--- config.mk ---
export PLATFORM = sky130hd
export DESIGN_NAME = asrc_ctrl
export DESIGN_NICKNAME = d
export VERILOG_FILES = /design/src/design/asrc_pkg.sv /design/src/design/asrc_ctrl.sv
export SDC_FILE = /design/constraint.sdc
export NUM_CORES = 1
export LEC_CHECK = 0
export BUFFER_PORTS_ARGS = -buffer_cell sky130_fd_sc_hd__clkbuf_2
export CAP_MARGIN = 5
export CORE_UTILIZATION = 45
export CTS_CLUSTER_SIZE = 12
export DETAILED_ROUTE_END_ITERATION = 8
export PLACE_DENSITY = 0.67
export SETUP_SLACK_MARGIN = 0.2
export SYNTH_ARGS = -nofsm -noshare
export SYNTH_HDL_FRONTEND = slang
export SYNTH_SLANG_ARGS = --single-unit
--- constraint.sdc ---
create_clock -name clk -period 5.4 [get_ports clk]
set_clock_uncertainty 0.1 [all_clocks]
set_input_delay 0.27 -clock clk [delete_from_list [all_inputs] [get_ports clk]]
set_output_delay 0.27 -clock clk [all_outputs]
set_load 0.05 [all_outputs]
--- src/design/asrc_pkg.sv ---
// Purpose: Constants for the asynchronous static RAM controller.
// Assumes: 100 MHz clock, 10 ns period.
// Notes: Times are in ns or us as printed; cycle counts derive from them.
package asrc_pkg;
    localparam int CLK_PERIOD_NS = 10;
    localparam int ADDR_W = 19;
    localparam int DATA_W = 16;
    localparam int READ_CYCLE_TIME_NS = 45;
    localparam int WRITE_CYCLE_TIME_NS = 45;
    localparam int ADDRESS_ACCESS_DELAY_NS = 45;
    localparam int OUTPUT_STROBE_ACCESS_DELAY_NS = 22;
    localparam int BYTE_LANE_ACCESS_DELAY_NS = 45;
    localparam int WRITE_STROBE_PULSE_WIDTH_NS = 35;
    localparam int DATA_SETUP_TO_WRITE_END_NS = 25;
    localparam int POWER_UP_WAIT_US = 200;
    // Least times round up to whole cycles.
    localparam int READ_CYC = (READ_CYCLE_TIME_NS + CLK_PERIOD_NS - 1) / CLK_PERIOD_NS;
    localparam int WRITE_CYC = (WRITE_CYCLE_TIME_NS + CLK_PERIOD_NS - 1) / CLK_PERIOD_NS;
    localparam int ACCESS_CYC = (ADDRESS_ACCESS_DELAY_NS + CLK_PERIOD_NS - 1) / CLK_PERIOD_NS;
    localparam int STROBE_CYC =
        (WRITE_STROBE_PULSE_WIDTH_NS + CLK_PERIOD_NS - 1) / CLK_PERIOD_NS;
    localparam int SETUP_CYC =
        (DATA_SETUP_TO_WRITE_END_NS + CLK_PERIOD_NS - 1) / CLK_PERIOD_NS;
    localparam int POWER_UP_CYC = POWER_UP_WAIT_US * 1000 / CLK_PERIOD_NS;
    localparam logic [7:0] READ_LEN = 8'(ACCESS_CYC + 1);
    localparam logic [7:0] WRITE_LEN = 8'(STROBE_CYC);
    // One hold cycle keeps address, data and selects past the strobe edge.
    localparam logic [7:0] GAP_LEN = 8'h01;
    localparam logic [7:0] RECOVER_LEN = 8'(READ_CYC);
    typedef enum logic [2:0] {
        ASRC_POWERUP = 3'h0,
        ASRC_IDLE = 3'h1,
        ASRC_READ = 3'h3,
        ASRC_WRITE = 3'h2,
        ASRC_HOLD = 3'h6,
        ASRC_RETAIN = 3'h7,
        ASRC_RECOVER = 3'h5
    } asrc_state_e;
endpackage

--- src/design/asrc_ctrl.sv ---
// Purpose: Host controller that drives an asynchronous 16-bit static RAM.
// Assumes: One clock; the RAM data bus returns through three flip-flops.
// Notes: One request at a time; a retention request parks the RAM deselected.
`timescale 1ns/100ps
module asrc_ctrl #(
    parameter int POWER_UP_CYCLES = asrc_pkg::POWER_UP_CYC
) (
    input wire logic clk,
    input wire logic rstn,
    input wire logic req_valid,
    input wire logic req_write,
    input wire logic [asrc_pkg::ADDR_W-1:0] req_addr,
    input wire logic [asrc_pkg::DATA_W-1:0] req_wdata,
    input wire logic [1:0] req_lane_n,
    input wire logic retain_req,
    output logic req_ready,
    output logic rsp_valid,
    output logic [asrc_pkg::DATA_W-1:0] rsp_rdata,
    output logic retain_ack,
    output logic [asrc_pkg::ADDR_W-1:0] ram_addr,
    input wire logic [asrc_pkg::DATA_W-1:0] ram_data_i,
    output logic [asrc_pkg::DATA_W-1:0] ram_data_o,
    output logic ram_data_oe_n,
    output logic chip_select_active_low,
    output logic chip_select_active_high,
    output logic write_strobe_n,
    output logic output_strobe_n,
    output logic upper_byte_lane_enable,
    output logic lower_byte_lane_enable
);
    import asrc_pkg::*;

    asrc_state_e state_ff;
    logic [17:0] pwr_cnt_ff;
    logic [7:0] cnt_ff;
    logic [DATA_W-1:0] sync1_ff, sync2_ff, sync3_ff;
    logic [DATA_W-1:0] rdata_seen_ff;

    function automatic logic cnt_done(input logic [7:0] c);
        return c == 8'h01;
    endfunction

    // Three-stage capture; the read window is long, so settled data is taken.
    always_ff @(posedge clk or negedge rstn) begin
        if (!rstn) begin
            sync1_ff <= '0;
            sync2_ff <= '0;
            sync3_ff <= '0;
        end else begin
            sync1_ff <= ram_data_i;
            sync2_ff <= sync1_ff;
            sync3_ff <= sync2_ff;
        end
    end

    // A new bus value counts only once the last two stages agree, so a word
    // caught mid-change is never handed to the requester.
    always_ff @(posedge clk or negedge rstn) begin
        if (!rstn) begin
            rdata_seen_ff <= '0;
        end else if (sync2_ff == sync3_ff) begin
            rdata_seen_ff <= sync3_ff;
        end
    end

    always_ff @(posedge clk or negedge rstn) begin
        if (!rstn) begin
            pwr_cnt_ff <= 18'h00000;
        end else if (state_ff == ASRC_POWERUP) begin
            pwr_cnt_ff <= pwr_cnt_ff + 18'h00001;
        end
    end

    always_ff @(posedge clk or negedge rstn) begin
        if (!rstn) begin
            state_ff <= ASRC_POWERUP;
            cnt_ff <= 8'h00;
        end else begin
            case (state_ff)
                ASRC_POWERUP: begin
                    if (pwr_cnt_ff >= 18'(POWER_UP_CYCLES - 1)) begin
                        state_ff <= ASRC_IDLE;
                    end
                end
                ASRC_IDLE: begin
                    if (retain_req) begin
                        state_ff <= ASRC_RETAIN;
                    end else if (req_valid) begin
                        state_ff <= req_write ? ASRC_WRITE : ASRC_READ;
                        // Extra cycles cover address read delay plus sync stages.
                        cnt_ff <= req_write ? WRITE_LEN : READ_LEN + 8'h03;
                    end
                end
                ASRC_READ, ASRC_WRITE: begin
                    cnt_ff <= cnt_ff - 8'h01;
                    if (cnt_done(cnt_ff)) begin
                        state_ff <= ASRC_HOLD;
                        cnt_ff <= GAP_LEN;
                    end
                end
                ASRC_HOLD: begin
                    cnt_ff <= cnt_ff - 8'h01;
                    if (cnt_done(cnt_ff)) begin
                        state_ff <= ASRC_IDLE;
                    end
                end
                ASRC_RETAIN: begin
                    if (!retain_req) begin
                        state_ff <= ASRC_RECOVER;
                        cnt_ff <= RECOVER_LEN;
                    end
                end
                ASRC_RECOVER: begin
                    cnt_ff <= cnt_ff - 8'h01;
                    if (cnt_done(cnt_ff)) begin
                        state_ff <= ASRC_IDLE;
                    end
                end
                default: state_ff <= ASRC_IDLE;
            endcase
        end
    end

    // Pin drive. Address, data and lanes are set at request time and held
    // through the hold cycle, so they start with the write strobe and stay at least one cycle past its end.
    always_ff @(posedge clk or negedge rstn) begin
        if (!rstn) begin
            ram_addr <= '0;
            ram_data_o <= '0;
            ram_data_oe_n <= 1'b1;
            chip_select_active_low <= 1'b1;
            chip_select_active_high <= 1'b0;
            write_strobe_n <= 1'b1;
            output_strobe_n <= 1'b1;
            upper_byte_lane_enable <= 1'b1;
            lower_byte_lane_enable <= 1'b1;
        end else begin
            if (state_ff == ASRC_IDLE && req_valid && !retain_req) begin
                ram_addr <= req_addr;
                ram_data_o <= req_wdata;
                ram_data_oe_n <= !req_write;
                // Selects and lanes move together so lanes never toggle alone.
                chip_select_active_low <= 1'b0;
                chip_select_active_high <= 1'b1;
                upper_byte_lane_enable <= req_lane_n[1];
                lower_byte_lane_enable <= req_lane_n[0];
                write_strobe_n <= !req_write;
                output_strobe_n <= req_write;
            end else if ((state_ff == ASRC_READ || state_ff == ASRC_WRITE) &&
                         cnt_done(cnt_ff)) begin
                write_strobe_n <= 1'b1;
                output_strobe_n <= 1'b1;
            end else if (state_ff == ASRC_HOLD && cnt_done(cnt_ff)) begin
                ram_data_oe_n <= 1'b1;
                chip_select_active_low <= 1'b1;
                chip_select_active_high <= 1'b0;
                upper_byte_lane_enable <= 1'b1;
                lower_byte_lane_enable <= 1'b1;
            end
        end
    end

    always_ff @(posedge clk or negedge rstn) begin
        if (!rstn) begin
            req_ready <= 1'b0;
            rsp_valid <= 1'b0;
            rsp_rdata <= '0;
            retain_ack <= 1'b0;
        end else begin
            req_ready <= state_ff == ASRC_IDLE && !req_valid && !retain_req;
            rsp_valid <= state_ff == ASRC_READ && cnt_done(cnt_ff);
            if (state_ff == ASRC_READ && cnt_done(cnt_ff)) begin
                rsp_rdata <= rdata_seen_ff;
            end
            retain_ack <= state_ff == ASRC_RETAIN;
        end
    end

    a_write_strobe_width: assert property (@(posedge clk) disable iff (!rstn)
        $fell(write_strobe_n) |-> !write_strobe_n [*4])
        else $error("write strobe pulse too short");
    a_write_data_drive: assert property (@(posedge clk) disable iff (!rstn)
        !write_strobe_n |-> !ram_data_oe_n && output_strobe_n)
        else $error("data not driven during write");
    a_write_select_held: assert property (@(posedge clk) disable iff (!rstn)
        $rose(write_strobe_n) |-> !chip_select_active_low && $stable(ram_addr))
        else $error("select or address lost at write end");
    a_read_strobes: assert property (@(posedge clk) disable iff (!rstn)
        !output_strobe_n |-> write_strobe_n && ram_data_oe_n)
        else $error("read with write strobe low");
    a_lanes_deselect: assert property (@(posedge clk) disable iff (!rstn)
        chip_select_active_low && $past(chip_select_active_low) |->
        $stable(upper_byte_lane_enable) && $stable(lower_byte_lane_enable))
        else $error("lane toggled while deselected");
    a_retain_desel: assert property (@(posedge clk) disable iff (!rstn)
        retain_ack |-> chip_select_active_low && !chip_select_active_high)
        else $error("selected during retention");
    a_access_spacing: assert property (@(posedge clk) disable iff (!rstn)
        $fell(chip_select_active_low) |=> !chip_select_active_low [*4])
        else $error("access shorter than cycle time");
    a_powerup_quiet: assert property (@(posedge clk) disable iff (!rstn)
        state_ff == ASRC_POWERUP |-> chip_select_active_low && !req_ready)
        else $error("access during power up wait");
    a_recover_quiet: assert property (@(posedge clk) disable iff (!rstn)
        $fell(retain_ack) |-> chip_select_active_low [*4])
        else $error("access before recovery");

    c_write: cover property (@(posedge clk) $rose(write_strobe_n));
    c_read: cover property (@(posedge clk) rsp_valid);
    c_retain: cover property (@(posedge clk) $fell(retain_ack));
endmodule // asrc_ctrl

Yosys cells after proc, flatten, opt, wreduce, memory -nomap -nowiden
Cells that the tools add are included.
- flip-flop bits (word level): 154
- bits in latches: 0
- memory bits (writable): 0
- memory bits (read-only): 0
- input port bits: 58
- output and inout port bits: 61
- word-level logic and storage cells: 85
- memories: 0
- add/subtract/negate cells: 2
- $mul: 0
- divide/modulo/power cells: 0
- $lt $le $gt $ge: 1
- eq/ne operators: 16
- shift operators: 0
- mux-type cells: 26
- bitwise logic cells: 0
- reductions and logical operators: 20
- operators by type and width (operator ; number):
    $mux W8 ; 4
    $pmux W8 S4 ; 1
    $add A18 B1 Y18 const B ; 1
    $ge A18 B15 Y1 const B ; 1
    $mux W3 ; 6
    $eq A16 B16 Y1 ; 1
    $pmux W3 S5 ; 1
    $mux W1 ; 13
    $ne A2 B2 Y1 const B ; 5
    $eq A3 B3 Y1 const B ; 3
    $eq A8 B1 Y1 const B ; 1
    $sub A8 B1 Y8 const B ; 1
    $logic_and A1 B1 Y1 ; 7
    $eq A3 B2 Y1 const B ; 2
    $reduce_and A5 Y1 ; 1
    $mux W4 ; 1
    $ne A2 B1 Y1 const B ; 2
    $reduce_and A4 Y1 ; 1
    $reduce_bool A2 Y1 ; 2
    $reduce_bool A4 Y1 ; 1
    $reduce_or A2 Y1 ; 2
    $eq A3 B1 Y1 const B ; 1
    $logic_not A1 Y1 ; 3
    $logic_not A3 Y1 ; 1
    3 further kinds ; 3

Logic depth before layout (Yosys ltp)
Gate-level depths: netlist of run 1.
- depth in word-level cells: 5
- depth in mapped cells: 8
- gate-level depth less buffers: 7

Least setup slack after synthesis of run 1
No wires, ideal clock.
- path type: register to register
- from: reg cnt_ff[1]
- to: reg rsp_rdata[10] in the netlist's numbering
- data arrival time: 2121 ps
- required time: 5175 ps
- path slack: 3053 ps
- cell stages (with the launch flop): 9
- path buffers: 2
- cells stage by stage: dfrtp_1 > inv_1 > ha_1 > or4b_1 > or2_1 > buf_6 > nor3_4 > buf_12 > mux2_4
- word-level cells in the longest chain between the ends: 2
- ends and longest elaborated chain (element ; RTL line ; RTL):
    start: declaration ; asrc_ctrl.sv:35 ; logic [7:0] cnt_ff;
    start signal: assignment ; asrc_ctrl.sv:91 ; cnt_ff <= req_write ? WRITE_LEN : READ_LEN + 8'h03;
    start signal: assignment ; asrc_ctrl.sv:95 ; cnt_ff <= cnt_ff - 8'h01;
    start signal: assignment ; asrc_ctrl.sv:102 ; cnt_ff <= cnt_ff - 8'h01;
    $eq A8 B1 Y1 ; asrc_ctrl.sv:40 ; return c == 8'h01;
    $logic_and A1 B1 Y1 ; asrc_ctrl.sv:172 ; if (state_ff == ASRC_READ && cnt_done(cnt_ff)) begin
    end signal: assignment ; asrc_ctrl.sv:173 ; rsp_rdata <= rdata_seen_ff;
    end: declaration ; asrc_ctrl.sv:18 ; output logic [asrc_pkg::DATA_W-1:0] rsp_rdata,
Every way passes these cells.
A chain may end at the register's enable or synchronous reset.

Worst setup path in the final report of run 1
- from: reg cnt_ff[1]
- to: reg rsp_rdata[1] in the netlist's numbering
The elaborated chain is that of the path after synthesis.

==> impl_metrics.toml, run 1 <==
[cts]
cts_tree = "yes"
cts_setup_buffers = 0
cts.htree.levels = 4
clk_pin_slew_ns = 0.06
cts_root_buf = "clkbuf_16"
clkLatencyLatePin_ns = 0.41
cts_made_buffers = 17
cts.repair.resized = 0
cts_sinks = 154
clock_path_buffers = 2

[synth]
synth-edff-count = 0
synth_fa_ha_area_share_pct = 0.6467
synth_top_family_by_area = "simple AND/OR/NAND/NOR gates"
ys_warn_count = 0
synthSimpleGateAreaFrac_pct = 14.59
synth_async_sr_flop_share_pct = 100.0
seq_area_frac_synth_pct = 66.52
syn_nets = 534
yosys_register_bits = 154
yosys-mux-area-fraction_pct = 6.984
syn_area_um2 = 5804
ys.flop_type = "dfrtp_1"
syn_avg_cell_area_um2 = 12.27
synth_cell_types = 48
synth-compound-area-share_pct = 4.354
syn_inst = 473
synth-xor-area-share_pct = 4.980

[timing]
tns_ns = 0
rsz0062_at_grt = "no"
min_period_over_period_pct = 51.38
max_freq_mhz = 360.4
tightest_slew_ns = 0.9824
slew_viol_final = 0
hold_ws_ns = 0.1648
setup_ws_ns = 2.625
setup_viol_count_final = 0
relSlewSlack_pct = 34.29
period_needed_ns = 2.775
finalHoldViolations = 0

[routing]
avgRoutedWirePerCell_um = 14.02
drc = 0
antenna_left = 0
first_pass_iters = 4
dr.first_iter.drc_count = 218
totalWireLength_um = 11750
num_vias = 4068
avgViaCountPerCell = 4.854

[final_layout]
layout.nets = 714
multi_input_area_um2 = 1832
fin_util_pct = 61.56
regArea_um2 = 3861
nFillCells = 1000
num_antenna_cells = 0
drive_gt1_share_pct = 29.28
syn2layout_area_growth_pct = 33.84

[worst_hold_path]
worstHoldEndpoint = "state_ff[1]$_DFFE_PN0P_"
hp-class = "in -> reg"
whs_path_depth = 3
hp-start = "retain_req"

[setup_path]
reg2reg_slack_ns = 2.63
r2r_cells = 6
critPathSlowestCell = "nor3_4"
crit_chain = "inv_1 -> ha_1 -> or4b_1 -> or2_1 -> nor3_4 -> mux2_2"
start_kind = "register"
crit_family = "simple AND/OR/NAND/NOR gates"
r2r-start = "cnt_ff[1]$_DFFE_PN0P_"
r2r-end = "rsp_rdata[1]$_DFFE_PN0P_"
cp_max_fo = 17
critPathRequiredTime_ns = 5.59
crit_start = "cnt_ff[1]$_DFFE_PN0P_"
critPathCaptureType = "register"
worst-path-buf-inv = 1
cpPeakStageDelay_ns = 0.77
crit_type = "reg -> reg"
cp_data_arrival_time_ns = 2.97

[flow_run]
cap_violations = 0

[placed_design]
place_congestion = 0.7761
pre_cts_slack_ns = 2.574
hpwl_um = 7260
io_buffers = 118

[floorplanning]
placementRows = 41
initial_core_util_pct = 45.99
die_y_um = 115.6
die-area_um2 = 13360
die_w_um = 115.6
core-area_um2 = 12620
io_pins = 119

[run_status]
status = "completed"

[power]
p_leak_uw = 0.004054
peakVddDrop_mv = 0.2265
power_density_nw_per_um2 = 327.4

[grt]
grt_max_degree = 93
antenna_found_initial = 0
grt_pass1_wl_um = 19400
track_usage_pct = 18.93
globalRouteOverflowTotal = 0
grt_pass1_vias = 4153
-- flip-flops by register name, indices dropped and copies added, names as in the netlist --
name,cells
upper_byte_lane_enable,1
ram_data_oe_n,1
chip_select_active_low,1
output_strobe_n,1
rsp_valid,1
req_ready,1
sync2_ff,16
write_strobe_n,1
sync1_ff,16
cnt_ff,8
retain_ack,1
ram_addr,19
state_ff,3
chip_select_active_high,1
ram_data_o,16
lower_byte_lane_enable,1
sync3_ff,16
pwr_cnt_ff,18
rdata_seen_ff,16
rsp_rdata,16
-- report_power, final --
group | leakage (uW) | internal [uW] | switching, uW
logic | 0.00175 | 48.0 | 40.3
registers | 0.00199 | 1170 | 10.3
clock network | 0.000310 | 798 | 475
total | 0.00405 | 2020 | 525
-- kinds of logic after synthesis --
| group | count (synthesis) |
|---|---|
| buffers and inverters | 23 |
| flip-flops | 154 |
| multiplexers | 33 |
| AND/OR/NAND/NOR | 188 |
| XOR/XNOR | 33 |
| adder cells (fa/ha/maj) | 3 |
| AO/OA/AOI/OAI | 39 |
-- cells in the mapped netlist, drive strengths merged, types with 2 or more instances --
| master | number | share of area (%) |
|---|---|---|
| nand2 | 125 | 8.1 |
| nand3 | 5 | 0.43 |
| nand2b | 4 | 0.43 |
| xnor2 | 10 | 1.5 |
| dfstp | 6 | 2.7 |
| nand4 | 5 | 0.54 |
| a21o | 3 | 0.39 |
| mux2 | 33 | 7.0 |
| and3 | 10 | 1.1 |
| or2 | 2 | 0.22 |
| o21ai | 15 | 1.3 |
| o21bai | 2 | 0.32 |
| nor3 | 8 | 0.88 |
| buf | 3 | 0.63 |
| nor2 | 11 | 0.71 |
| a21oi | 6 | 0.52 |
| ha | 3 | 0.65 |
| nor4 | 7 | 0.75 |
| nor2b | 2 | 0.22 |
| dfrtp | 148 | 64 |
| nand3b | 2 | 0.26 |
| o31a | 2 | 0.30 |
| xor2 | 23 | 3.5 |
| clkbuf | 13 | 0.84 |
| inv | 7 | 0.45 |
| and4 | 2 | 0.30 |
-- final cells by class --
cell class	instances	share of cell area (%)
sequential	154	49.70
clock buffer	18	5.653
tap	172	2.770
timing repair buffer	177	15.28
inverter	7	0.3382
multi-input combinational	296	23.58
clock inverter	14	2.674
-- placed cells by master, fill, tap and decap left out, types with 5 or more instances in the layout --
master	instances
mux2_4	9
a21oi_1	6
dfrtp_1	148
inv_1	7
inv_6	5
xor2_1	23
nand4_1	5
nand2_1	125
clkbuf_16	17
nor3_1	7
nand3_1	5
o21ai_0	15
and3_1	10
xnor2_1	10
nor2_1	11
dfstp_2	6
mux2_2	24
dlygate4sd3_1	56
nor4_1	7
clkbuf_2	117
-- per-stage QoR --
step           total power [uW]  cell area (um2)  std cells
5_1_grt                    2631             7769        838
3_3_place_gp               1259             6546        749
3_5_place_dp               1260             6546        749
6_report                   2544             7769        838
4_1_cts                    2576             7754        837
2_1_floorplan              1210             5804        473
-- per-layer routing --
| layer | vias to the layer above | track usage (%) | wire length [um] |
|---|---|---|---|
| li1 | 1941 | - | - |
| met1 | 2013 | 22.32 | 4856 |
| met2 | 95 | 32.53 | 6172 |
| met3 | 19 | 6.328 | 504 |
| met4 | 0 | 6.320 | 211 |
| met5 | - | 0 | 0 |
-- worst max-delay path by stage --
stage	endpoint	slack, ns	cells after the start
after detailed placement	rsp_rdata[5]$_DFFE_PN0P_	2.57	6
after global placement	rsp_rdata[0]$_DFFE_PN0P_	2.66	6
final	rsp_rdata[1]$_DFFE_PN0P_	2.63	6
after CTS	rsp_rdata[1]$_DFFE_PN0P_	2.57	6
after global routing	rsp_rdata[0]$_DFFE_PN0P_	2.43	6
after floorplan	rsp_rdata[10]$_DFFE_PN0P_	3.05	8
-- worst reg2reg max path: stages (launching register included) --
cell and delay (ns):
dfrtp_1 0.38, inv_1 0.10, ha_1 0.15, or4b_1 0.44, or2_1 0.30, nor3_4 0.77
mux2_2 0.42
-- timing repair --
action	4_1_cts	5_1_grt
endpoints found under the setup margin	0	0
hold buffers	56	0
endpoints found under the hold margin	143	0
(Power assumes the default switching activity.)
==> run 2, diff against run 1 <==
==> constraint.sdc (replaced) <==
create_clock -name clk -period 2.65 [get_ports clk]
set_clock_uncertainty 0.1 [all_clocks]
set_input_delay 0.1325 -clock clk [delete_from_list [all_inputs] [get_ports clk]]
set_output_delay 0.1325 -clock clk [all_outputs]
set_load 0.05 [all_outputs]
==> impl_metrics.toml, run 2 (synthesis results as in run 1) <==
[grt]
grt_max_degree = 69
grt_pass1_vias = 3994
grt_pass1_wl_um = 19260
antenna_found_initial = 0
globalRouteOverflowTotal = 0
track_usage_pct = 19.28

[power]
p_leak_uw = 0.004067
combPwrFrac_pct = 3.6
p_sw_uw = 1029
p_seq_share_pct = 46.7
power_density_nw_per_um2 = 659.5
finalPower_uw = 5164
p_clk_share_pct = 49.7
switching_share_pct = 19.94
peakVddDrop_mv = 0.4226
internal_power_uw = 4134

[routing]
dr_wl_met2_um = 6353
wl_met3_um = 551
first_pass_iters = 4
met1_length_um = 5138
num_vias = 4108
antenna_left = 0
drc = 0
avgRoutedWirePerCell_um = 14.69
totalWireLength_um = 12380
avgViaCountPerCell = 4.873
top_layer_used = "met4"
dr.first_iter.drc_count = 248

[cts]
cts_tree = "yes"
clkLatencyLatePin_ns = 0.42
cts_root_buf = "clkbuf_16"
cts.htree.levels = 4
cts_made_buffers = 17
clk_pin_slew_ns = 0.06
cts_setup_buffers = 0
clock_path_buffers = 2
cts_sinks = 154

[setup_path]
r2r-end = "rsp_rdata[5]$_DFFE_PN0P_"
critPathRequiredTime_ns = 2.85
critPathCaptureType = "register"
cp_max_fo = 17
r2r-start = "cnt_ff[1]$_DFFE_PN0P_"
crit_type = "reg -> reg"
start_kind = "register"
r2r_cells = 7
cp_data_arrival_time_ns = 2.52
reg2reg_slack_ns = 0.33

[final_layout]
layout_common_cells = "148 x dfrtp_1, 125 x nand2_1, 117 x clkbuf_2"
final_common_cell = "dfrtp_1"
top_register = "ram_addr"
largest_register_ffs = 19
fin_util_pct = 62.05
layout.nets = 720
syn2layout_area_growth_pct = 34.90
drive_gt1_share_pct = 29.55
top_regs = "ram_addr (19), pwr_cnt_ff (18)"
nFillCells = 1001

[timing]
tightest_slew_ns = 0.6365
tns_ns = 0
max_freq_mhz = 431.7
hold_ws_ns = 0.1900
slew_viol_final = 0
setup_viol_count_final = 0
period_needed_ns = 2.316
rsz0062_at_grt = "no"
relSlewSlack_pct = 57.57
min_period_over_period_pct = 87.41
finalHoldViolations = 0

[floorplanning]
die_w_um = 115.6
die_y_um = 115.6
io_pins = 119
initial_core_util_pct = 45.99
core-area_um2 = 12620
die-area_um2 = 13360
placementRows = 41

[run_status]
status = "completed"

[flow_run]
cap_violations = 0

[placed_design]
io_buffers = 118
place_congestion = 0.8058
hpwl_um = 7478

[worst_hold_path]
hp-class = "in -> async"
-- run 2: cell types whose count changed in the layout (fill, tap and decap cells not counted), moves of 2 or more --
cell / change
buf_4: +4
inv_6: -4
clkinvlp_4: +3
buf_12: +2
clkbuf_8: +2
clkinv_4: -2
-- run 2: per-layer routing --
| metal | GRT usage, % | vias up |
|---|---|---|
| met1 | 22.91 | 2021 |
| met3 | 6.276 | 30 |
| met5 | 0 | - |
| met2 | 31.82 | 109 |
| li1 | - | 1948 |
| met4 | 9.091 | 0 |
-- run 2: worst max path at each step --
stage	from	end	slack (ns)	cells after the start
5_1_grt	cnt_ff[1]$_DFFE_PN0P_	rsp_rdata[5]$_DFFE_PN0P_	0.21	7
6_report	cnt_ff[1]$_DFFE_PN0P_	rsp_rdata[5]$_DFFE_PN0P_	0.33	7
2_1_floorplan	cnt_ff[1]$_DFFE_PN0P_	rsp_rdata[10]$_DFFE_PN0P_	0.30	8
3_5_place_dp	cnt_ff[1]$_DFFE_PN0P_	cnt_ff[5]$_DFFE_PN0P_	0.31	7
3_3_place_gp	cnt_ff[1]$_DFFE_PN0P_	rsp_rdata[0]$_DFFE_PN0P_	0.41	7
4_1_cts	cnt_ff[1]$_DFFE_PN0P_	cnt_ff[5]$_DFFE_PN0P_	0.33	7
-- run 2: area by class of cell --
cell class,count,area [um2],area share [%]
Multi-Input combinational cell,296,1839,23.49
Clock inverter,10,166.4,2.125
Inverter,7,26.28,0.3356
Tap cell,172,215.2,2.748
Timing Repair Buffer,183,1252,16.00
Sequential cell,154,3861,49.31
Antenna cell,1,2.502,0.03196
Clock buffer,20,466.7,5.960
-- run 2: through the flow --
stage	setup slack, ns	instances	instance area, um2
after floorplan	0.3035	473	5804
after global placement	0.4101	755	6616
after detailed placement	0.3067	755	6616
after CTS	0.3325	842	7820
after global routing	0.2139	842	7828
final	0.3335	843	7830
-- run 2: what timing repair did --
| action | 4_1_cts | 5_1_grt |
|---|---|---|
| resized for setup | 0 | 1 |
| endpoints found under the setup margin | 0 | 1 |
| endpoints found under the hold margin | 118 | 0 |
| hold buffers | 57 | 0 |
-- run 2: power groups by stage --
stage	Sequential (uW)	Clock [uW]	Combinational, uW
finish	2410	2570	186
global route	2410	2720	205
CTS	2410	2610	188
detailed placement	2450	0	119
global placement	2450	0	117
floorplan	2450	0	18.9
-- run 2: critical path, stage by stage (launching register included) --
cell and delay, ns:
dfrtp_1 0.38, inv_1 0.10, ha_1 0.14, or4b_1 0.44, or2_1 0.32, nor3_4 0.18, buf_12 0.19, mux2_2 0.35
==> run 3, diff against run 2 <==
--- a/config.mk
+++ b/config.mk
@@ -10,7 +10,7 @@
 export CORE_UTILIZATION = 45
 export CTS_CLUSTER_SIZE = 12
 export DETAILED_ROUTE_END_ITERATION = 8
-export PLACE_DENSITY = 0.67
+export PLACE_DENSITY = 0.69
 export SETUP_SLACK_MARGIN = 0.2
 export SYNTH_ARGS = -nofsm -noshare
 export SYNTH_HDL_FRONTEND = slang
==> constraint.sdc (replaced) <==
create_clock -name clk -period 2 [get_ports clk]
set_clock_uncertainty 0.1 [all_clocks]
set_input_delay 0.1 -clock clk [delete_from_list [all_inputs] [get_ports clk]]
set_output_delay 0.1 -clock clk [all_outputs]
set_load 0.05 [all_outputs]
==> impl_metrics.toml, run 3 (synthesis results as in run 1) <==
[worst_hold_path]
hp-class = "in -> async"

[timing]
finalHoldViolations = 0
setup_viol_count_final = 26
tightest_slew_ns = 0.4539
relSlewSlack_pct = 69.74
min_period_over_period_pct = 114.0
period_needed_ns = 2.280
hold_ws_ns = 0.09289
setup_ws_ns = -0.2796
slew_viol_final = 0
rsz0062_at_grt = "yes"
max_freq_mhz = 438.7

[setup_path]
cp_max_fo = 8
critPathRequiredTime_ns = 2.20
r2r-start = "cnt_ff[1]$_DFFE_PN0P_"
r2r_cells = 8
start_kind = "register"
critPathCaptureType = "register"
cp_data_arrival_time_ns = 2.48
r2r-end = "rsp_rdata[10]$_DFFE_PN0P_"
crit_type = "reg -> reg"
reg2reg_slack_ns = -0.28

[grt]
antenna_found_initial = 0
grt_pass1_wl_um = 20840
grt_max_degree = 54
track_usage_pct = 20.73
globalRouteOverflowTotal = 0
grt_pass1_vias = 4319

[floorplanning]
placementRows = 41
io_pins = 119
initial_core_util_pct = 45.99
core-area_um2 = 12620
die_y_um = 115.6
die_w_um = 115.6
die-area_um2 = 13360

[routing]
avgRoutedWirePerCell_um = 15.06
dr.first_iter.drc_count = 183
totalWireLength_um = 13220
num_vias = 4310
drc = 0
avgViaCountPerCell = 4.909
antenna_left = 0
first_pass_iters = 4

[placed_design]
io_buffers = 118
place_congestion = 0.8238
dpl-instance-area_um2 = 6828
hpwl_um = 7918

[final_layout]
drive_gt1_share_pct = 36.40
final_common_cell = "dfrtp_1"
multi_input_area_um2 = 2033
largest_register_ffs = 19
top_regs = "ram_addr (19), pwr_cnt_ff (18)"
syn2layout_area_growth_pct = 44.10
top_register = "ram_addr"
layout.nets = 754
nFillCells = 922
num_antenna_cells = 0
design_area_um2 = 8364
layout_common_cells = "146 x dfrtp_1, 125 x nand2_1, 117 x clkbuf_2"
regArea_um2 = 3864

[flow_run]
cap_violations = 0

[run_status]
violations = "negative setup slack"
status = "complete, but fails checks"

[cts]
cts_tree = "yes"
cts_sinks = 154
clk_pin_slew_ns = 0.06
cts.htree.levels = 4
clkLatencyLatePin_ns = 0.42
clock_path_buffers = 2
cts_made_buffers = 17
cts_root_buf = "clkbuf_16"

[power]
peakVddDrop_mv = 0.5614
power_density_nw_per_um2 = 822.2
p_leak_uw = 0.004336
==> run 3: cell types whose count changed in the layout (fill, tap and decap cells not counted), moves of 3 or more <==
cell / change
buf_6: +7
buf_4: +24
mux2_4: +23
mux2_2: -23
o21ai_0: -3
==> run 3: where the power goes <==
part	internal, uW	switching, uW	leakage (uW)	total, uW
Combinational	140	114	0.00204	254
Clock	2170	1260	0.000304	3430
Sequential	3170	28.5	0.00199	3200
Total	5470	1400	0.00434	6880
==> run 3: how the worst max path moves through the flow <==
stage,startpoint,end,slack (ns),cells after the start
global placement,cnt_ff[1]$_DFFE_PN0P_,rsp_rdata[5]$_DFFE_PN0P_,-0.22,7
finish,cnt_ff[1]$_DFFE_PN0P_,rsp_rdata[10]$_DFFE_PN0P_,-0.28,8
detailed placement,cnt_ff[1]$_DFFE_PN0P_,rsp_rdata[3]$_DFFE_PN0P_,-0.24,7
CTS,cnt_ff[1]$_DFFE_PN0P_,rsp_rdata[2]$_DFFE_PN0P_,-0.24,8
global route,cnt_ff[1]$_DFFE_PN0P_,rsp_rdata[10]$_DFFE_PN0P_,-0.36,8
floorplan,cnt_ff[1]$_DFFE_PN0P_,rsp_rdata[10]$_DFFE_PN0P_,-0.33,8
==> run 3: worst max-delay path: stages (launching register included) <==
cell and delay [ns]:
dfrtp_1 0.40, inv_2 0.08, ha_4 0.12, or4b_4 0.45, or2_4 0.26, nor3_4 0.14, buf_4 0.17, buf_16 0.13
mux2_4 0.30
==> run 3: area by class of cell <==
| type | count | area share, % |
|---|---|---|
| flip-flops and latches | 154 | 46.19 |
| multi-input cells | 296 | 24.31 |
| clock buffers | 19 | 5.415 |
| repair buffers | 217 | 18.94 |
| well taps | 172 | 2.573 |
| inverters | 7 | 0.3141 |
| clock inverters | 13 | 2.259 |
==> run 3: what timing repair did <==
| item | in CTS | in global routing |
|---|---|---|
| setup buffers | 5 | 3 |
| resized for setup | 34 | 24 |
| endpoints found under the setup margin | 52 | 68 |
| pin swaps | 8 | 4 |
| gates cloned | 1 | 1 |
| endpoints found under the hold margin | 208 | 0 |
| hold buffers | 57 | 0 |
==> run 3: layer usage <==
metal | up-vias | wire length, um | GRT usage (%)
met1 | 2127 | 5719 | 25.87
met3 | 37 | 457 | 5.805
met2 | 122 | 6614 | 33.01
li1 | 2024 | - | -
met5 | - | 0 | 0
met4 | 0 | 431 | 10.91
==> run 3: through the flow <==
step | util [%] | TNS, ns | worst slack (ns) | cells | total power (uW)
floorplan | - | -5.011 | -0.3294 | 473 | 3268
global placement | 54.10 | -3.596 | -0.2158 | 779 | 3404
detailed placement | 54.10 | -4.536 | -0.2431 | 779 | 3410
CTS | 65.14 | -4.786 | -0.2402 | 874 | 6945
global route | 66.28 | -7.760 | -0.3575 | 878 | 7123
finish | 66.28 | -5.673 | -0.2796 | 878 | 6877
